===== src/common/smbt_pkg.sv =====
// smbt_pkg: constants and carrier types for the smbus timeout block.
// assumes one 125 MHz clock and byte-wide registers on a plain port.
package smbt_pkg;

	localparam int unsigned ADDR_W = 16;
	localparam int unsigned DATA_W = 8;

	// register byte addresses
	localparam logic [ADDR_W-1:0] OFF_SMB      = 16'h3078;
	localparam logic [ADDR_W-1:0] OFF_A2       = 16'h3079;
	localparam logic [ADDR_W-1:0] OFF_SLTH     = 16'h307a;
	localparam logic [ADDR_W-1:0] OFF_SLTL     = 16'h307b;
	localparam logic [ADDR_W-1:0] OFF_INT_STAT = 16'h307c;
	localparam logic [ADDR_W-1:0] OFF_INT_MASK = 16'h307d;

	// smbus control/status field positions
	localparam int unsigned SMB_FACK     = 7;
	localparam int unsigned SMB_ALERTEN  = 6;
	localparam int unsigned SMB_SAEN     = 5;
	localparam int unsigned SMB_TIMEOUT_CLOCK_SELECT   = 4;
	localparam int unsigned SMB_LOWF     = 3;
	localparam int unsigned SMB_IDLEF    = 2;
	localparam int unsigned SMB_HLF      = 1;
	localparam int unsigned SMB_HLIE     = 0;

	// interrupt status / mask field positions
	localparam int unsigned INT_LOW      = 0;
	localparam int unsigned INT_HL       = 1;
	localparam int unsigned INT_IDLE     = 2;
	localparam int unsigned INT_W        = 3;

	// reset values
	localparam logic [7:0]        RST_SMB    = 8'h00;
	localparam logic [6:0]        RST_A2     = 7'h00;
	localparam logic [7:0]        RST_SLTH   = 8'h00;
	localparam logic [7:0]        RST_SLTL   = 8'h00;
	localparam logic [INT_W-1:0]  RST_INT    = 3'h0;
	localparam logic [DATA_W-1:0] RD_UNMAPPED = 8'h00;

	// timeout clocking
	localparam int unsigned TCK_DIV_RATIO = 64;
	localparam int unsigned TCK_DIV_W     = 6;
	localparam int unsigned HIGH_SHIFT    = 9;

	// detector slots
	localparam int unsigned DET_LOW  = 0;
	localparam int unsigned DET_IDLE = 1;
	localparam int unsigned DET_HL   = 2;
	localparam int unsigned NUM_DET  = 3;

	typedef struct packed {
		logic              wr;
		logic              rd;
		logic [ADDR_W-1:0] addr;
		logic [DATA_W-1:0] wdata;
	} smbt_bus_req_t;

endpackage : smbt_pkg


===== src/core/smbt_tick_gen.sv =====
// smbt_tick_gen: timeout counter tick, module clock or module clock / 64.
// assumes sys_clk is the module clock; tick is a one-cycle enable.
`timescale 1ns/1ps
module smbt_tick_gen
	import smbt_pkg::*;
(
	input  wire logic sys_clk,   // module clock
	input  wire logic rstn,      // async reset, active low
	input  wire logic fast_sel,  // 1: every clock, 0: every 64th
	output logic      tick       // one-cycle count enable
);
	import smbt_pkg::*;

	localparam logic [TCK_DIV_W-1:0] DIV_LAST = TCK_DIV_W'(TCK_DIV_RATIO - 1);

	logic [TCK_DIV_W-1:0] div_q;
	logic [TCK_DIV_W-1:0] div_d;
	logic                 tick_d;

	assign div_d  = (div_q == DIV_LAST) ? '0 : div_q + 1'b1;
	assign tick_d = fast_sel | (div_q == DIV_LAST);  // [RL1]

	always_ff @(posedge sys_clk or negedge rstn)
	begin
		if (!rstn)
		begin
			div_q <= '0;
			tick  <= 1'b0;
		end
		else
		begin
			div_q <= div_d;
			tick  <= tick_d;
		end
	end

endmodule : smbt_tick_gen


===== src/core/smbt_tmo_cnt.sv =====
// smbt_tmo_cnt: counts ticks while a bus condition holds.
// assumes cond and thr are synchronous; thr of zero disables expiry.
`timescale 1ns/1ps
module smbt_tmo_cnt
	import smbt_pkg::*;
(
	input  wire logic        sys_clk,  // module clock
	input  wire logic        rstn,     // async reset, active low
	input  wire logic        tick,     // count enable
	input  wire logic        cond,     // condition being timed
	input  wire logic [15:0] thr,      // ticks needed to expire
	output logic             expired   // condition held thr ticks
);
	import smbt_pkg::*;

	logic [15:0] cnt_q;
	logic [15:0] cnt_d;
	logic        reached;

	assign reached = (thr != 16'h0000) && (cnt_q >= thr);  // [RL4]
	// restart when condition drops, saturate once reached
	assign cnt_d   = !cond ? 16'h0000 :
	                 (tick && !reached) ? cnt_q + 16'h0001 : cnt_q;  // [RL14]
	assign expired = cond && reached;

	always_ff @(posedge sys_clk or negedge rstn)
	begin
		if (!rstn)
			cnt_q <= 16'h0000;
		else
			cnt_q <= cnt_d;
	end

endmodule : smbt_tmo_cnt


===== src/core/smbt_timeout_core.sv =====
// smbt_timeout_core: smbus timeouts, flags, second slave address.
// assumes scl/sda and the register port are synchronous to sys_clk;
// the byte engine supplies received addresses for matching.
//
// Design decision made here: the strobed register port.
`timescale 1ns/1ps

// Notes on behaviour
// RL1: tick is clock/64, or clock when select set
// RL2: low flag sets when scl low reaches limit
// RL3: low flag clears on one write only
// RL4: zero limit disables scl low detection
// RL5: idle flag when both high over limit/512
// RL6: idle flag read-only, clears when idle ends
// RL7: high-low flag: scl high, sda low too long
// RL8: high-low flag clears on one write only
// RL9: enable bit gates high-low flag interrupt
// RL10: second address register holds 7-bit address
// RL11: second address bit 0 reads zero
// RL12: limit is high byte over low byte
// RL13: second address matches only when enabled
// RL14: counter restarts on scl high, counts while low
module smbt_timeout_core
	import smbt_pkg::*;
(
	input  wire logic              sys_clk,                  // module clock, 125 MHz
	input  wire logic              rstn,                     // async reset, active low
	input  wire smbt_pkg::smbt_bus_req_t bus_req,            // register strobes, addr, data
	output logic [smbt_pkg::DATA_W-1:0] rd_data_q,           // read data, cycle after rd
	input  wire logic              scl_in,                   // scl line level
	input  wire logic              sda_in,                   // sda line level
	input  wire logic              match_req,                // received address valid
	input  wire logic [6:0]        match_addr,               // received 7-bit address
	output logic                   second_addr_hit_q,        // pulse: second address hit
	output logic                   fast_ack_en_q,            // fast ack/nack enable
	output logic                   alert_en_q,               // alert response enable
	output logic                   low_timeout_flag_q,       // scl low timeout flag
	output logic                   bus_idle_timeout_flag_q,  // bus idle timeout flag
	output logic                   high_low_timeout_flag_q,  // scl high sda low flag
	output logic                   irq_q                     // level interrupt
);
	import smbt_pkg::*;

	// register state
	logic             fast_ack_en_d;
	logic             alert_en_d;
	logic             second_address_enable_q;
	logic             second_address_enable_d;
	logic             timeout_clock_select_q;
	logic             timeout_clock_select_d;
	logic             high_low_timeout_irq_enable_q;
	logic             high_low_timeout_irq_enable_d;
	logic             low_timeout_flag_d;
	logic             bus_idle_timeout_flag_d;
	logic             high_low_timeout_flag_d;
	logic [6:0]       default_slave_address_q;
	logic [6:0]       default_slave_address_d;
	logic [7:0]       limit_high_q;
	logic [7:0]       limit_high_d;
	logic [7:0]       limit_low_q;
	logic [7:0]       limit_low_d;
	logic [INT_W-1:0] int_stat_q;
	logic [INT_W-1:0] int_stat_d;
	logic [INT_W-1:0] int_mask_q;
	logic [INT_W-1:0] int_mask_d;
	logic [DATA_W-1:0] rd_data_d;
	logic             second_addr_hit_d;
	logic             irq_d;

	// address decode
	logic             sel_smb;
	logic             sel_a2;
	logic             sel_slth;
	logic             sel_sltl;
	logic             sel_stat;
	logic             sel_mask;
	logic             wr_smb;
	logic             wr_a2;
	logic             wr_slth;
	logic             wr_sltl;
	logic             wr_stat;
	logic             wr_mask;

	assign sel_smb  = (bus_req.addr == OFF_SMB);
	assign sel_a2   = (bus_req.addr == OFF_A2);
	assign sel_slth = (bus_req.addr == OFF_SLTH);
	assign sel_sltl = (bus_req.addr == OFF_SLTL);
	assign sel_stat = (bus_req.addr == OFF_INT_STAT);
	assign sel_mask = (bus_req.addr == OFF_INT_MASK);

	assign wr_smb   = bus_req.wr && sel_smb;
	assign wr_a2    = bus_req.wr && sel_a2;
	assign wr_slth  = bus_req.wr && sel_slth;
	assign wr_sltl  = bus_req.wr && sel_sltl;
	assign wr_stat  = bus_req.wr && sel_stat;
	assign wr_mask  = bus_req.wr && sel_mask;

	// timeout limit and detector thresholds
	logic [15:0]        low_timeout_limit;
	logic [15:0]        high_thr;
	logic [15:0]        det_thr  [NUM_DET];
	logic [NUM_DET-1:0] det_cond;
	logic [NUM_DET-1:0] det_exp;
	logic [NUM_DET-1:0] det_exp_q;
	logic [NUM_DET-1:0] det_rise;
	logic               tick;

	assign low_timeout_limit = {limit_high_q, limit_low_q};  // [RL12]
	// "more than" limit/512: one tick past the quotient
	assign high_thr = (low_timeout_limit >> HIGH_SHIFT) + 16'h0001;

	assign det_cond[DET_LOW]  = !scl_in;             // [RL14]
	assign det_cond[DET_IDLE] = scl_in && sda_in;    // [RL5]
	assign det_cond[DET_HL]   = scl_in && !sda_in;   // [RL7]
	assign det_thr[DET_LOW]   = low_timeout_limit;   // [RL4]
	assign det_thr[DET_IDLE]  = high_thr;
	assign det_thr[DET_HL]    = high_thr;
	assign det_rise           = det_exp & ~det_exp_q;

	smbt_tick_gen u_tick
	(
		.sys_clk  (sys_clk),
		.rstn     (rstn),
		.fast_sel (timeout_clock_select_q),  // [RL1]
		.tick     (tick)
	);

	genvar gi;
	generate
		for (gi = 0; gi < NUM_DET; gi++)
		begin : g_det
			smbt_tmo_cnt u_cnt
			(
				.sys_clk (sys_clk),
				.rstn    (rstn),
				.tick    (tick),
				.cond    (det_cond[gi]),
				.thr     (det_thr[gi]),
				.expired (det_exp[gi])
			);
		end
	endgenerate

	// control bits of the smbus register
	assign fast_ack_en_d = wr_smb ? bus_req.wdata[SMB_FACK] : fast_ack_en_q;
	assign alert_en_d    = wr_smb ? bus_req.wdata[SMB_ALERTEN] : alert_en_q;
	assign second_address_enable_d =
		wr_smb ? bus_req.wdata[SMB_SAEN] : second_address_enable_q;
	assign timeout_clock_select_d =
		wr_smb ? bus_req.wdata[SMB_TIMEOUT_CLOCK_SELECT] : timeout_clock_select_q;
	assign high_low_timeout_irq_enable_d =
		wr_smb ? bus_req.wdata[SMB_HLIE] : high_low_timeout_irq_enable_q;

	// sticky flags: set wins over a same-cycle clear
	assign low_timeout_flag_d = det_exp[DET_LOW] ||
		(low_timeout_flag_q && !(wr_smb && bus_req.wdata[SMB_LOWF]));  // [RL2] [RL3]
	assign high_low_timeout_flag_d = det_exp[DET_HL] ||
		(high_low_timeout_flag_q && !(wr_smb && bus_req.wdata[SMB_HLF]));  // [RL7] [RL8]
	// idle flag follows the condition, no write path
	assign bus_idle_timeout_flag_d = det_exp[DET_IDLE];  // [RL5] [RL6]

	// second address and limit bytes
	assign default_slave_address_d =
		wr_a2 ? bus_req.wdata[7:1] : default_slave_address_q;  // [RL10]
	assign limit_high_d = wr_slth ? bus_req.wdata : limit_high_q;
	assign limit_low_d  = wr_sltl ? bus_req.wdata : limit_low_q;

	// interrupt status: events set, write one clears, set wins
	logic [INT_W-1:0] int_event;
	logic [INT_W-1:0] int_clr;

	assign int_event[INT_LOW]  = det_rise[DET_LOW];
	assign int_event[INT_HL]   = det_rise[DET_HL];
	assign int_event[INT_IDLE] = det_rise[DET_IDLE];
	assign int_clr    = wr_stat ? bus_req.wdata[INT_W-1:0] : '0;
	assign int_stat_d = int_event | (int_stat_q & ~int_clr);
	assign int_mask_d = wr_mask ? bus_req.wdata[INT_W-1:0] : int_mask_q;

	// interrupt: masked status plus the high-low flag enable
	assign irq_d = (|(int_stat_q & int_mask_q)) ||
		(high_low_timeout_flag_q && high_low_timeout_irq_enable_q);  // [RL9]

	// second address match
	assign second_addr_hit_d = match_req && second_address_enable_q &&
		(match_addr == default_slave_address_q);  // [RL13]

	// read data mux
	logic [DATA_W-1:0] smb_view;

	assign smb_view = {fast_ack_en_q, alert_en_q, second_address_enable_q,
		timeout_clock_select_q, low_timeout_flag_q, bus_idle_timeout_flag_q,
		high_low_timeout_flag_q, high_low_timeout_irq_enable_q};

	assign rd_data_d = !bus_req.rd ? RD_UNMAPPED :
		sel_smb  ? smb_view :
		sel_a2   ? {default_slave_address_q, 1'b0} :  // [RL11]
		sel_slth ? limit_high_q :
		sel_sltl ? limit_low_q :
		sel_stat ? {{(DATA_W-INT_W){1'b0}}, int_stat_q} :
		sel_mask ? {{(DATA_W-INT_W){1'b0}}, int_mask_q} :
		RD_UNMAPPED;

	// smbus control register
	always_ff @(posedge sys_clk or negedge rstn)
	begin
		if (!rstn)
		begin
			fast_ack_en_q                 <= RST_SMB[SMB_FACK];
			alert_en_q                    <= RST_SMB[SMB_ALERTEN];
			second_address_enable_q       <= RST_SMB[SMB_SAEN];
			timeout_clock_select_q        <= RST_SMB[SMB_TIMEOUT_CLOCK_SELECT];
			high_low_timeout_irq_enable_q <= RST_SMB[SMB_HLIE];
		end
		else
		begin
			fast_ack_en_q                 <= fast_ack_en_d;
			alert_en_q                    <= alert_en_d;
			second_address_enable_q       <= second_address_enable_d;
			timeout_clock_select_q        <= timeout_clock_select_d;
			high_low_timeout_irq_enable_q <= high_low_timeout_irq_enable_d;
		end
	end

	// timeout flags
	always_ff @(posedge sys_clk or negedge rstn)
	begin
		if (!rstn)
		begin
			low_timeout_flag_q      <= RST_SMB[SMB_LOWF];
			bus_idle_timeout_flag_q <= RST_SMB[SMB_IDLEF];
			high_low_timeout_flag_q <= RST_SMB[SMB_HLF];
			det_exp_q               <= '0;
		end
		else
		begin
			low_timeout_flag_q      <= low_timeout_flag_d;
			bus_idle_timeout_flag_q <= bus_idle_timeout_flag_d;
			high_low_timeout_flag_q <= high_low_timeout_flag_d;
			det_exp_q               <= det_exp;
		end
	end

	// address and limit bytes
	always_ff @(posedge sys_clk or negedge rstn)
	begin
		if (!rstn)
		begin
			default_slave_address_q <= RST_A2;
			limit_high_q            <= RST_SLTH;
			limit_low_q             <= RST_SLTL;
		end
		else
		begin
			default_slave_address_q <= default_slave_address_d;
			limit_high_q            <= limit_high_d;
			limit_low_q             <= limit_low_d;
		end
	end

	// interrupt registers
	always_ff @(posedge sys_clk or negedge rstn)
	begin
		if (!rstn)
		begin
			int_stat_q <= RST_INT;
			int_mask_q <= RST_INT;
			irq_q      <= 1'b0;
		end
		else
		begin
			int_stat_q <= int_stat_d;
			int_mask_q <= int_mask_d;
			irq_q      <= irq_d;
		end
	end

	// bus answer and match pulse
	always_ff @(posedge sys_clk or negedge rstn)
	begin
		if (!rstn)
		begin
			rd_data_q         <= RD_UNMAPPED;
			second_addr_hit_q <= 1'b0;
		end
		else
		begin
			rd_data_q         <= rd_data_d;
			second_addr_hit_q <= second_addr_hit_d;
		end
	end

endmodule : smbt_timeout_core


===== config.mk =====
export PLATFORM = sky130hd
export DESIGN_NAME = smbt_timeout_core
export DESIGN_NICKNAME = d
export VERILOG_FILES = /design/src/common/smbt_pkg.sv /design/src/core/smbt_tick_gen.sv /design/src/core/smbt_tmo_cnt.sv /design/src/core/smbt_timeout_core.sv
export SDC_FILE = /design/constraint.sdc
export NUM_CORES = 1
export LEC_CHECK = 0
export ABC_AREA = 1
export BUFFER_PORTS_ARGS = -buffer_cell sky130_fd_sc_hd__buf_4
export CORE_MARGIN = 4
export CORE_UTILIZATION = 65
export CTS_CLUSTER_SIZE = 24
export DETAILED_ROUTE_END_ITERATION = 8
export GPL_ROUTABILITY_DRIVEN = 0
export GPL_TIMING_DRIVEN = 0
export PLACE_DENSITY_LB_ADDON = 0.25
export SETUP_SLACK_MARGIN = 0.3
export SLEW_MARGIN = 25
export SYNTH_ARGS = -nofsm -noshare
export SYNTH_HDL_FRONTEND = slang
export SYNTH_SLANG_ARGS = --single-unit

===== constraint.sdc =====
create_clock -name sys_clk -period 3.77 [get_ports sys_clk]
set_input_delay 0 -clock sys_clk [delete_from_list [all_inputs] [get_ports sys_clk]]
set_output_delay 0 -clock sys_clk [all_outputs]
set_load 0.02 [all_outputs]

Word level (Yosys, flattened, before mapping)
Index checks and enable logic that the tools add are counted.
{"block": "totals", "regBits": 105, "latch_bits": 0, "mem_bits_rw": 0, "mem_bits_ro": 0, "in_bits": 38, "word_cells": 100, "memories": 0}
{"block": "op_classes", "add_sub_neg": 5, "mul": 0, "n_div": 0, "magnitude_cmp": 3, "n_eq_ne": 10, "shifts": 0, "n_mux": 15, "bitwise": 7, "reduce_logical": 38}
{"op": "16-bit by 14-bit equality test with 1-bit output (second input constant)", "n": 6}
{"op": "16-bit two-way mux", "n": 6}
{"op": "16-bit by 1-bit adder with 16-bit output (second input constant)", "n": 3}
{"op": "8-bit two-way mux", "n": 5}
{"op": "16-bit by 8-bit >= comparator with 1-bit output", "n": 2}
{"op": "16-bit nonzero test", "n": 2}
{"op": "1-bit logical AND", "n": 24}
{"op": "16-bit >= comparator", "n": 1}
{"op": "3-bit bitwise AND", "n": 3}
{"op": "3-bit two-way mux", "n": 3}
{"op": "7-bit by 1-bit adder with 8-bit output (second input constant)", "n": 1}
{"op": "7-bit equality test", "n": 1}
{"op": "1-bit zero test", "n": 7}
{"op": "6-bit by 1-bit adder with 6-bit output (second input constant)", "n": 1}
{"op": "6-bit equality test (second input constant)", "n": 1}
{"op": "6-bit two-way mux", "n": 1}
{"op": "3-bit NOT", "n": 2}
{"op": "2-bit inequality test (second input constant)", "n": 2}
{"op": "1-bit logical OR", "n": 3}
{"op": "3-bit OR", "n": 1}
{"op": "3-bit OR reduction", "n": 1}
{"op": "2-bit nonzero test", "n": 1}
{"op": "1-bit OR", "n": 1}

Longest topological paths before layout
Gate-level depths: netlist of the first run.
{"block": "depth", "depth_word": 8, "mapped_depth": 20, "ltp_nobuf": 18}

Hierarchy
A second synthesis of the first run with hierarchy kept.
{"block": "unflattened", "hier_cells": 1056, "hier_area_um2": 7546.0}
{"mod": "smbt_tmo_cnt", "n_inst": 3, "cells_each": 233, "area_each_um2": 1547.7, "seq_area_each_um2": 400.4}
{"mod": "smbt_timeout_core", "n_inst": 1, "cells_each": 326, "area_each_um2": 2605.0, "seq_area_each_um2": 1226.2}
{"mod": "smbt_tick_gen", "n_inst": 1, "cells_each": 31, "area_each_um2": 297.8, "seq_area_each_um2": 175.2}

Worst setup path after synthesis of the first run
OpenSTA, ideal clock, no wires.
{"block": "synth_path", "path_kind": "register -> register", "from": "register limit_high_q[1]", "to": "register g_det[1].u_cnt.cnt_q[11]", "setup_ns": 0.118, "arrival_ns": 2.002, "required_time_ns": 3.652, "setup_slack_ns": 1.650, "path_stages_with_launch": 14, "n_path_buf": 2, "period_less_slack_ns": 2.120, "cell_sequence": "dfrtp_1 buf_2 nand3_1 nor2_1 nand2_1 ha_1 or3_1 nor3b_1 nand2_2 nand2_4 nand2_4 buf_8 nand3_1 nand2_1"}
{"block": "synth_via", "elab_chain_len": 6, "word_cells_on_any_way": 7, "cone_classes": "add/sub (1); order compare (1); eq/ne (1); reduce/logical (4)"}
{"element": "start: declaration", "line": "smbt_timeout_core.sv:58", "rtl": "logic [7:0] limit_high_q;"}
{"element": "start signal: assignment", "line": "smbt_timeout_core.sv:255", "rtl": "limit_high_q <= limit_high_d;"}
{"element": "7-bit by 1-bit adder with 8-bit output (*)", "line": "smbt_timeout_core.sv:110", "rtl": "assign high_thr = (low_timeout_limit >> HIGH_SHIFT) + 16'h0001;"}
{"element": "16-bit by 8-bit >= comparator with 1-bit output or 16-bit nonzero test (tied branches)", "line": "smbt_tmo_cnt.sv:20", "rtl": "assign reached = (thr != 16'h0000) && (cnt_q >= thr);"}
{"element": "1-bit logical AND (*)", "line": "smbt_tmo_cnt.sv:20"}
{"element": "1-bit zero test (*)", "line": "smbt_tmo_cnt.sv:23", "rtl": "(tick && !reached) ? cnt_q + 16'h0001 : cnt_q;"}
{"element": "1-bit logical AND (*)", "line": "smbt_tmo_cnt.sv:23"}
{"element": "2-bit inequality test (no line) (*)"}
{"element": "end signal: assignment", "line": "smbt_tmo_cnt.sv:31", "rtl": "cnt_q <= cnt_d;"}
{"element": "end: declaration", "line": "smbt_tmo_cnt.sv:16", "rtl": "logic [15:0] cnt_q;"}
Every way passes the cells marked *; elsewhere a longest branch is shown, timed or not.
A chain may end at the register's enable or synchronous reset.

Worst setup path in the final report of the first run
{"block": "layout_path", "from": "register limit_high_q[2]", "to": "register g_det[1].u_cnt.cnt_q[7]"}
The elaborated chain is that of the path after synthesis.

==> results of run 1 <==
final timing paths:
check / from / end / slack (ps) / cells after the start
min in group asynchronous: rstn / g_det[0].u_cnt.cnt_q[12] / 290 / 2
min reg2reg: det_exp_q[2] / int_stat_q[1] / 440 / 1
min: bus_req[25] / low_timeout_flag_q / 30 / 4
max reg2reg: limit_high_q[2] / g_det[1].u_cnt.cnt_q[7] / 1290 / 18
max: limit_high_q[2] / g_det[1].u_cnt.cnt_q[7] / 1290 / 18
max in group asynchronous: rstn / g_det[1].u_cnt.cnt_q[3] / 2810 / 2
Yosys cell counts (13+ instances only):
cell	count
nand3_2	18
inv_1	110
o21ai_0	54
nand3_1	77
dfrtp_1	104
ha_1	33
xor2_1	46
a21oi_1	21
nor2_1	51
nand2_1	215
nand4_1	47
clkbuf_1	13
cell families (layout without fill, tap and decap cells):
kind of cell,after synthesis,after routing
xor gates and xnor gates,52,52
buffers and inverters,140,220
DFF,104,104
adders and majority gates,33,33
and+or+nand+nor,453,453
AOI/OAI and AO/OA,85,85
per-layer routing:
layer / up-vias / global-route usage / share of wire
met2: 231 / 0.487 / 0.48
met4: 0 / 0.119 / 0.022
met1: 2923 / 0.390 / 0.43
met3: 35 / 0.0355 / 0.061
met5: - / 0 / 0
li1: 2999 / - / -
registers in the layout (all words and copies together), names as in the netlist, 3 cells and up:
signal / count
int_stat_q: 3
int_mask_q: 3
det_exp_q: 3
limit_low_q: 8
u_tick.div_q: 6
g_det.u_cnt.cnt_q: 48
limit_high_q: 8
rd_data_q: 8
default_slave_address_q: 7
metrics by stage:
stage	hold WS, ps	worst slack [ps]	area [µm²]	power, µW
after floorplan	-296	1650	6650	1170
after global placement	251	1390	7200	1240
after detailed placement	177	1320	7210	1250
after CTS	13.4	1300	7530	1980
after global routing	42.2	1030	7530	2030
final	34.1	1290	7530	1970
worst register-to-register path, stage by stage, from the launching register on:
cell     delay, ps
dfrtp_1        480
ha_1           260
xnor2_1        280
ha_1           300
nand2_1         60
inv_1           40
nand2_1         50
nand2_1         50
nand2_1         60
nand2_1         50
nand2_1         50
nand2_1         50
nand2_1         60
nand2_2         60
nand2_4        130
nand2_4        110
buf_8          170
nand3_1         70
nand2_1         60
repair_timing:
item | CTS | global route
setup buffers | 0 | 0
endpoints found under the hold margin | 129 | 0
hold buffers | 12 | 0
final cells by class:
cell class                      instances  share of cell area
Multi-Input combinational cell        623               0.460
Sequential cell                       104               0.346
Timing Repair Buffer                   64              0.0683
Inverter                              113              0.0563
Tap cell                              133              0.0221
Buffer                                 27              0.0208
Clock buffer                           12              0.0206
Clock inverter                          4             0.00681
power breakdown:
group	switching, µW	leakage [µW]	internal (µW)
sequential	1.64	0.00144	1120
combinational	73.6	0.00232	43.4
clock	387	0.000103	345
==> results by group, run 1 <==
Synth
  • Net Count, Synth: 938
  • Synth Area in Compound Gates: 0.0667
  • Adder-cell share of the synthesized area: 0.0621
  • Netlist cell types: 38
  • Largest family of logic cells by synthesized area: simple AND/OR/NAND/NOR gates
  • Syn Area/Cell: roughly 7.7 µm²
  • Simple-gate area share of the yosys netlist: 0.324
  • Synth area leader: dfrtp_1
  • Main synth FF type: dfrtp_1
  • Cell Area, Synth: around 6600 µm²
  • Mapped Cells: 867
  • Synth top area share: 0.392
  • Synth warn: 0
  • Post-Synth XOR/XNOR Area: 0.0685
  • Sequential area share after synthesis: 0.392
  • Mux cell area share after synthesis: 0
  • Post-synthesis async set-or-reset flop share: 1.00
  • Post-synth EDFFs: 0
  • Synth top area cells: dfrtp_1, nand2_1, ha_1, inv_1, xor2_1
  • Register bit total from synthesis: roughly 100

Die
  • Initial Utilization: 0.674
  • Die area: around 12000 µm²
  • Site Rows: 36
  • # IOs: 53
  • Core Box Area: a little under 10000 µm²
  • Die Span X: 109 µm
  • Die Y: 109 µm

Route
  • WL per Instance: 15.1 µm
  • Routed Antenna Nets: 0
  • Routed WL: between 15000 and 20000 µm
  • Via density: about 5.7
  • DR iter-0 viols: roughly 500
  • Vias: ~6200
  • DRC violations left: 0
  • First drt pass iteration count: 6

STA
  • FMAX: about 0.40 GHz
  • RSZ-0062 raised after global routing: no
  • Final min period: roughly 2500 ps
  • Slew Limit Fails: 0
  • Slew headroom: 0.374
  • Setup Skew: about 15 ps
  • Setup Viol. Count Final: 0
  • Post-Route Setup TNS: 0 ps
  • Worst Tran Pin Value: between 900 and 1000 ps
  • Fin crit share: 0.659
  • Final hold viol count: 0

Worst setup path
  • Crit path capture type: register
  • Crit path max fanout: 10
  • Cell mode on critical path: nand2_1
  • CP Cell Sequence: ha_1, xnor2_1, ha_1, nand2_1, inv_1, nand2_1, nand2_1, nand2_1, nand2_1, nand2_1, nand2_1, nand2_1, nand2_2, nand2_4, nand2_4, buf_8, nand3_1, nand2_1
  • Worst path required time: 4030 ps
  • Critical Path Slowest Stage Cell: dfrtp_1
  • Worst setup SP type: register
  • Largest stage delay on the critical path: ~480 ps
  • Buffers & Inverters on Critical Path: 2
  • WP data arrival: around 2800 ps
  • Delay-heaviest family, CP: simple AND/OR/NAND/NOR gates
  • Critical path type: reg -> reg

Layout
  • Share of layout cells above drive strength 1: 0.122
  • Multi-input logic area: 3460 µm²
  • Layout fillers: ~730
  • Finished Layout Cells: about 1100
  • FF+latch area: between 2000 and 3000 µm²
  • Final nets: a little over 1000
  • Utilization after layout: 0.764
  • Antenna Cells: 0
  • Syn-to-layout area delta: 13.3%
  • Commonest non-fill, non-tap cell in the layout: nand2_1
  • Most frequent cells in the layout: nand2_1, inv_1, dfrtp_1

Global route
  • Grt ovf: 0
  • Initial antenna violation count: 0
  • Total GRT Usage: 0.293
  • Vias in the first global route: ~6100
  • Largest net degree at the start of global routing: 105
  • Global-route wire length before repair: around 28000 µm

Clock tree
  • Worst skew pair latency: approximately 380 ps
  • Num CTS Buffers: 9
  • TritonCTS clock tree: done
  • Clk slew on worst S/H paths: approximately 100 ps
  • Clock Path Buffers: 2
  • Post-CTS sizing: 0
  • Sink Count: about 100
  • H-tree depth: 3
  • Root Driver: clkbuf_8

Run
  • MaxCap Viol Count: 0

Place
  • Placed Instances: around 1100
  • DP Wirelength: approximately 12000 µm
  • Port buffer count: 52

Status
  • Status: finished clean

Power and ir drop
  • Static leakage: around 0.0039 µW
  • Peak VDD IR: around 210 µV
  • Pwr dens: between 200 and 300 nW/µm²

Min path
  • Tightest Hold Check Type: in -> reg
Power figures use the tool's default switching activity.
==> inputs of run 2 (changes only) <==
--- a/config.mk
+++ b/config.mk
@@ -8,7 +8,7 @@
 export ABC_AREA = 1
 export BUFFER_PORTS_ARGS = -buffer_cell sky130_fd_sc_hd__buf_4
 export CORE_MARGIN = 4
-export CORE_UTILIZATION = 65
+export CORE_UTILIZATION = 61
 export CTS_CLUSTER_SIZE = 24
 export DETAILED_ROUTE_END_ITERATION = 8
 export GPL_ROUTABILITY_DRIVEN = 0
==> constraint.sdc (replaced) <==
create_clock -name sys_clk -period 2.6 [get_ports sys_clk]
set_input_delay 0 -clock sys_clk [delete_from_list [all_inputs] [get_ports sys_clk]]
set_output_delay 0 -clock sys_clk [all_outputs]
set_load 0.02 [all_outputs]
==> run 2 against run 1 <==
Net effect: critical path type unchanged; clock-buffer cell count shrank 2; critical endpoint unchanged; register-to-register slack got worse by 1100 ps; non-clock buffer count rose by 15; largest cell class unchanged; routed wire length increased by 0.91%; hold slack got worse by 14 ps; maximum frequency is 4.7% higher; cell area up 3.5%; total power is 46% higher; first-iteration DRC count is 20% higher.
==> results by group, run 2 (synthesized netlist as in run 1, its figures left out) <==
Status
  • Status: finished clean

Worst setup path
  • Critical Path Slowest Stage Cell: dfrtp_1
  • Worst r2r src: limit_high_q[1]
  • Worst path required time: 2880 ps
  • CP startpoint: limit_high_q[1]
  • Crit path max fanout: 10
  • Worst setup SP type: register
  • WP data arrival: roughly 2700 ps
  • R2R Setup Slk: around 230 ps
  • Crit path capture type: register
  • Worst r2r dst: g_det[1].u_cnt.cnt_q[7]
  • Critical path type: reg -> reg
  • CP Cell Sequence: buf_6, nand3_4, nor2_2, nand2_2, ha_1, or3_1, nor3b_2, nand2_2, nand2_4, nand2_4, buf_8, nand3_1, nand2_1
  • Worst reg2reg path depth: 13
  • Largest stage delay on the critical path: around 420 ps

Power and ir drop
  • Static leakage: 0.00396 µW
  • Pwr dens: approximately 370 nW/µm²
  • Peak VDD IR: about 370 µV
  • Total power draw: 2860 µW

Global route
  • Largest net degree at the start of global routing: approximately 110
  • Total GRT Usage: 0.265
  • Vias in the first global route: between 5000 and 6000
  • Global-route wire length before repair: around 27000 µm
  • Grt ovf: 0
  • Initial antenna violation count: 0

Route
  • First drt pass iteration count: 7
  • Routed Antenna Nets: 0
  • WL per Instance: around 15 µm
  • Via density: around 5.6
  • DR iter-0 viols: 600
  • Routed WL: 16400 µm
  • DRC violations left: 0
  • Vias: between 6000 and 7000

STA
  • Slew headroom: 0.640
  • FMAX: approximately 0.42 GHz
  • Final min period: 2370 ps
  • Setup Viol. Count Final: 0
  • WHS: between 20 and 25 ps
  • Slew Limit Fails: 0
  • Post-Route Setup TNS: 0 ps
  • Worst Tran Pin Value: roughly 540 ps
  • Final hold viol count: 0
  • Setup Skew: between 15 and 20 ps
  • RSZ-0062 raised after global routing: yes
  • Fin crit share: 0.912

Layout
  • Final nets: between 1000 and 1500
  • Utilization after layout: 0.745
  • Commonest non-fill, non-tap cell in the layout: nand2_1
  • Most frequent cells in the layout: nand2_1, inv_1, dfrtp_1
  • Finished Layout Cells: ~1100
  • Max FFs per register: 48
  • Antenna Cells: 0
  • Syn-to-layout area delta: 17.3%
  • Largest Register: g_det.u_cnt.cnt_q
  • Share of layout cells above drive strength 1: 0.151

Place
  • Placed Instances: ~1100
  • DP Wirelength: approximately 11000 µm
  • Port buffer count: 52

Clock tree
  • Clock Path Buffers: 2
  • Worst skew pair latency: between 300 and 400 ps
  • Num CTS Buffers: 9
  • Sink Count: approximately 100
  • Root Driver: clkbuf_8
  • TritonCTS clock tree: done
  • Clk slew on worst S/H paths: 100 ps
  • H-tree depth: 3

Min path
  • Min-delay src: bus_req[25]
  • Tightest Hold Check Type: in -> reg
  • Hold-critical path endpoint: low_timeout_flag_q
  • Hold path cells: 4

Die
  • Die Span X: ~110 µm
  • Die area: around 13000 µm²
  • Die Y: 112 µm
  • Site Rows: 37
  • Core Box Area: roughly 10000 µm²
  • Initial Utilization: 0.635
  • # IOs: 53

Run
  • MaxCap Viol Count: 0
[run 2: cell count changes in the layout (fill, tap and decap cells not counted), sizes merged]
cell	change
buf	+12
dlygate4sd3	+1
inv	+1
[run 2: layout make-up]
cell class	count	area, µm²
multi-input cells	623	3550
inverters	113	424
plain buffers	27	174
flip-flops and latches	104	2610
clock buffers	10	138
well taps	136	170
repair buffers	79	671
fillers	814	2670
clock inverters	5	63.8
[run 2: stage by stage]
stage                     cell area, µm²  worst slack (ps)
after detailed placement            7210              71.6
after CTS                           7620               299
final                               7800               228
after floorplan                     6650               480
after global placement              7210              85.8
after global routing                7800              69.6
[run 2: how the worst max path moves through the flow]
stage                                     endpoint  slack (ps)  cells after the start
after floorplan           g_det[1].u_cnt.cnt_q[11]         480                     13
after global placement    g_det[1].u_cnt.cnt_q[11]          90                     13
after detailed placement  g_det[1].u_cnt.cnt_q[11]          70                     13
after CTS                 g_det[1].u_cnt.cnt_q[11]         300                     13
after global routing       g_det[2].u_cnt.cnt_q[2]          70                     19
final                      g_det[1].u_cnt.cnt_q[7]         230                     13
[run 2: metal layers]
metal / part of all wire / vias up / GRT usage
met4: 0.024 / 0 / 0.0994
met2: 0.48 / 183 / 0.421
li1: - / 3035 / -
met1: 0.45 / 2852 / 0.363
met5: 0 / - / 0
met3: 0.052 / 34 / 0.0491
[run 2: where the power goes]
group	leakage, µW	total [µW]	switching [µW]	internal, µW
logic	0.00243	177	108	69.4
registers	0.00143	1620	2.23	1620
clock network	0.0000994	1070	591	475
[run 2: worst max-delay path: cells and delay by family (launching register included)]
| kind | cells | cell delay (ps) |
|---|---|---|
| flops | 1 | 420 |
| buf+inv | 2 | 330 |
| fa+ha+maj | 1 | 200 |
| simple gates | 10 | 1290 |
[run 2: repair_timing]
item / in CTS / in global routing
hold endpoints to repair: 140 / 0
pin swaps: 3 / 2
gates cloned: 0 / 1
hold buffers: 13 / 0
endpoints found under the setup margin: 44 / 50
setup buffers: 6 / 6
gates resized for setup: 11 / 17
==> inputs of run 3 (changes only) <==
--- a/config.mk
+++ b/config.mk
@@ -7,15 +7,17 @@
 export LEC_CHECK = 0
 export ABC_AREA = 1
 export BUFFER_PORTS_ARGS = -buffer_cell sky130_fd_sc_hd__buf_4
+export CELL_PAD_IN_SITES_DETAIL_PLACEMENT = 1
+export CELL_PAD_IN_SITES_GLOBAL_PLACEMENT = 1
 export CORE_MARGIN = 4
-export CORE_UTILIZATION = 61
+export CORE_UTILIZATION = 45
 export CTS_CLUSTER_SIZE = 24
 export DETAILED_ROUTE_END_ITERATION = 8
 export GPL_ROUTABILITY_DRIVEN = 0
 export GPL_TIMING_DRIVEN = 0
 export PLACE_DENSITY_LB_ADDON = 0.25
 export SETUP_SLACK_MARGIN = 0.3
-export SLEW_MARGIN = 25
+export SLEW_MARGIN = 20
 export SYNTH_ARGS = -nofsm -noshare
 export SYNTH_HDL_FRONTEND = slang
 export SYNTH_SLANG_ARGS = --single-unit
==> run 3 against run 2 <==
Net effect: the run now ends with negative hold slack left; cell count up 6.0%; clock-buffer cell count up 1; sequential power about the same; total power increased by 12%; non-clock buffer count grew 17; routed wire length increased by 38%; critical path type unchanged; largest power group unchanged.
==> results by group, run 3 (synthesized netlist as in run 1, its figures left out) <==
Status
  • Status: finished, violations left
  • Violated checks: negative hold slack

STA
  • FMAX: roughly 0.4 GHz
  • Setup Skew: about 11 ps
  • Slew Limit Fails: 0
  • Final min period: 2490 ps
  • RSZ-0062 raised after global routing: yes
  • WHS: -0.636 ps
  • Worst Tran Pin Value: 1010 ps
  • Fin crit share: 0.957
  • Final hold viol count: 1
  • Slew headroom: 0.324
  • Setup Viol. Count Final: 0

Global route
  • Global route hottest layer: met2
  • Total GRT Usage: 0.254
  • Vias in the first global route: between 6000 and 7000
  • Met3 usage: 0.0420
  • Global-route wire length before repair: about 34000 µm
  • M1 GR Usage: 0.330
  • Initial antenna violation count: 0
  • Grt ovf: 0
  • M2 GR Usage: 0.438
  • Largest net degree at the start of global routing: approximately 110

Power and ir drop
  • Pwr dens: approximately 380 nW/µm²
  • Static leakage: 0.00421 µW
  • Peak VDD IR: 297 µV
  • Total power draw: approximately 3200 µW

Layout
  • FF+latch area: between 2000 and 3000 µm²
  • Finished Layout Cells: 1163
  • Layout fillers: 1765
  • Commonest non-fill, non-tap cell in the layout: nand2_1
  • Share of layout cells above drive strength 1: 0.235
  • Largest Register: g_det.u_cnt.cnt_q
  • Most frequent cells in the layout: nand2_1, inv_1, dfrtp_1
  • Final Cell Area: roughly 8500 µm²
  • Syn-to-layout area delta: 28.2%
  • Multi-input logic area: between 3000 and 4000 µm²
  • Antenna Cells: 0
  • Final nets: ~1000
  • Max FFs per register: between 40 and 50

Run
  • MaxCap Viol Count: 0

Clock tree
  • Clk slew on worst S/H paths: about 80 ps
  • H-tree depth: 3
  • TritonCTS clock tree: done
  • Worst skew pair latency: 360 ps
  • Clock Path Buffers: 2
  • Sink Count: around 100
  • Num CTS Buffers: 9
  • Root Driver: clkbuf_16

Route
  • Routed WL: 22600 µm
  • DR iter-0 viols: 567
  • First drt pass iteration count: 5
  • WL per Instance: a little under 20 µm
  • Via density: around 5.7
  • DRC violations left: 0
  • Routed Antenna Nets: 0
  • Vias: 6600

Worst setup path
  • Largest stage delay on the critical path: 380 ps
  • R2R Setup Slk: 110 ps
  • Critical path type: reg -> reg
  • Worst reg2reg path depth: 21
  • Cell mode on critical path: nand2_1
  • CP Cell Sequence: buf_6, clkinvlp_4, buf_6, ha_4, inv_2, nand2_2, nand2_2, nand2_2, nand2_2, nand2_1, nand2_1, nand2_1, nand2_1, nand2_1, nand2_1, nand2_2, nand2_4, nand2_8, buf_4, nand3_2, nand2_1
  • Crit path max fanout: 7
  • Worst setup SP type: register
  • Worst path required time: 2840 ps
  • WP data arrival: 2730 ps
  • Crit path capture type: register
  • Critical Path Slowest Stage Cell: dfrtp_1

Die
  • Die Span X: between 100 and 150 µm
  • Core Box Area: about 14000 µm²
  • Die Y: roughly 130 µm
  • Initial Utilization: 0.459
  • Die area: between 15000 and 20000 µm²
  • Site Rows: 44
  • # IOs: between 50 and 60

Min path
  • Tightest Hold Check Type: in -> reg
  • Hold path cells: 3

Place
  • Port buffer count: 52
  • Placed inst area: approximately 7300 µm²
  • Placed Instances: 1103
  • DP Wirelength: 13800 µm
==> run 3: changes by cell type in the layout (fill, tap and decap cells not counted), sizes merged <==
cell	change
bufinv	-1
clkbuf	-1
dlygate4sd3	-4
buf	+23
inv	+1
==> run 3: layer usage <==
layer,share of wire,vias up
met5,0,-
met4,0.028,0
met3,0.041,54
met2,0.50,189
met1,0.43,3288
li1,-,3069
==> run 3: final cells by class <==
class	count	share of cell area
Inverter	113	0.0502
Timing Repair Buffer	96	0.101
Sequential cell	104	0.306
Clock buffer	11	0.0297
Buffer	27	0.0229
Clock inverter	5	0.00514
Tap cell	184	0.0270
Multi-Input combinational cell	623	0.457
==> run 3: path summary, 6_finish.rpt <==
path / startpoint / to
min in group asynchronous: rstn / g_det[0].u_cnt.cnt_q[5]
min: bus_req[6] / alert_en_q
min reg2reg: det_exp_q[0] / int_stat_q[0]
max reg2reg: limit_high_q[1] / g_det[2].u_cnt.cnt_q[0]
max: limit_high_q[1] / g_det[2].u_cnt.cnt_q[0]
max in group asynchronous: rstn / limit_high_q[6]
==> run 3: through the flow <==
stage	worst slack [ps]	util	setup TNS, ps
after floorplan	480	-	0
after global placement	-1.60	0.502	-1.60
after detailed placement	-1.19	0.502	-1.76
after CTS	266	0.550	0
after global routing	-5.51	0.588	-5.51
final	112	0.588	0
==> run 3: repair_timing <==
item                                    CTS  global route
endpoints found under the setup margin   52            54
resized for setup                        36            90
pin swaps                                19            40
hold buffers                              9             0
setup buffers                            14            17
hold endpoints to repair                118             0
cloned                                    1             3
==> run 3: critical path, delay by kind of cell, from the launching register on <==
family,cells,cell delay (ps)
adders and majority gates,1,210
DFF,1,380
buffers and inverters,5,690
and+or+nand+nor,15,1090
==> run 3: report_power, final <==
part / internal, µW / switching, µW / total (µW)
Combinational: 69.6 / 121 / 190
Clock: 720 / 686 / 1410
Sequential: 1620 / 2.54 / 1620
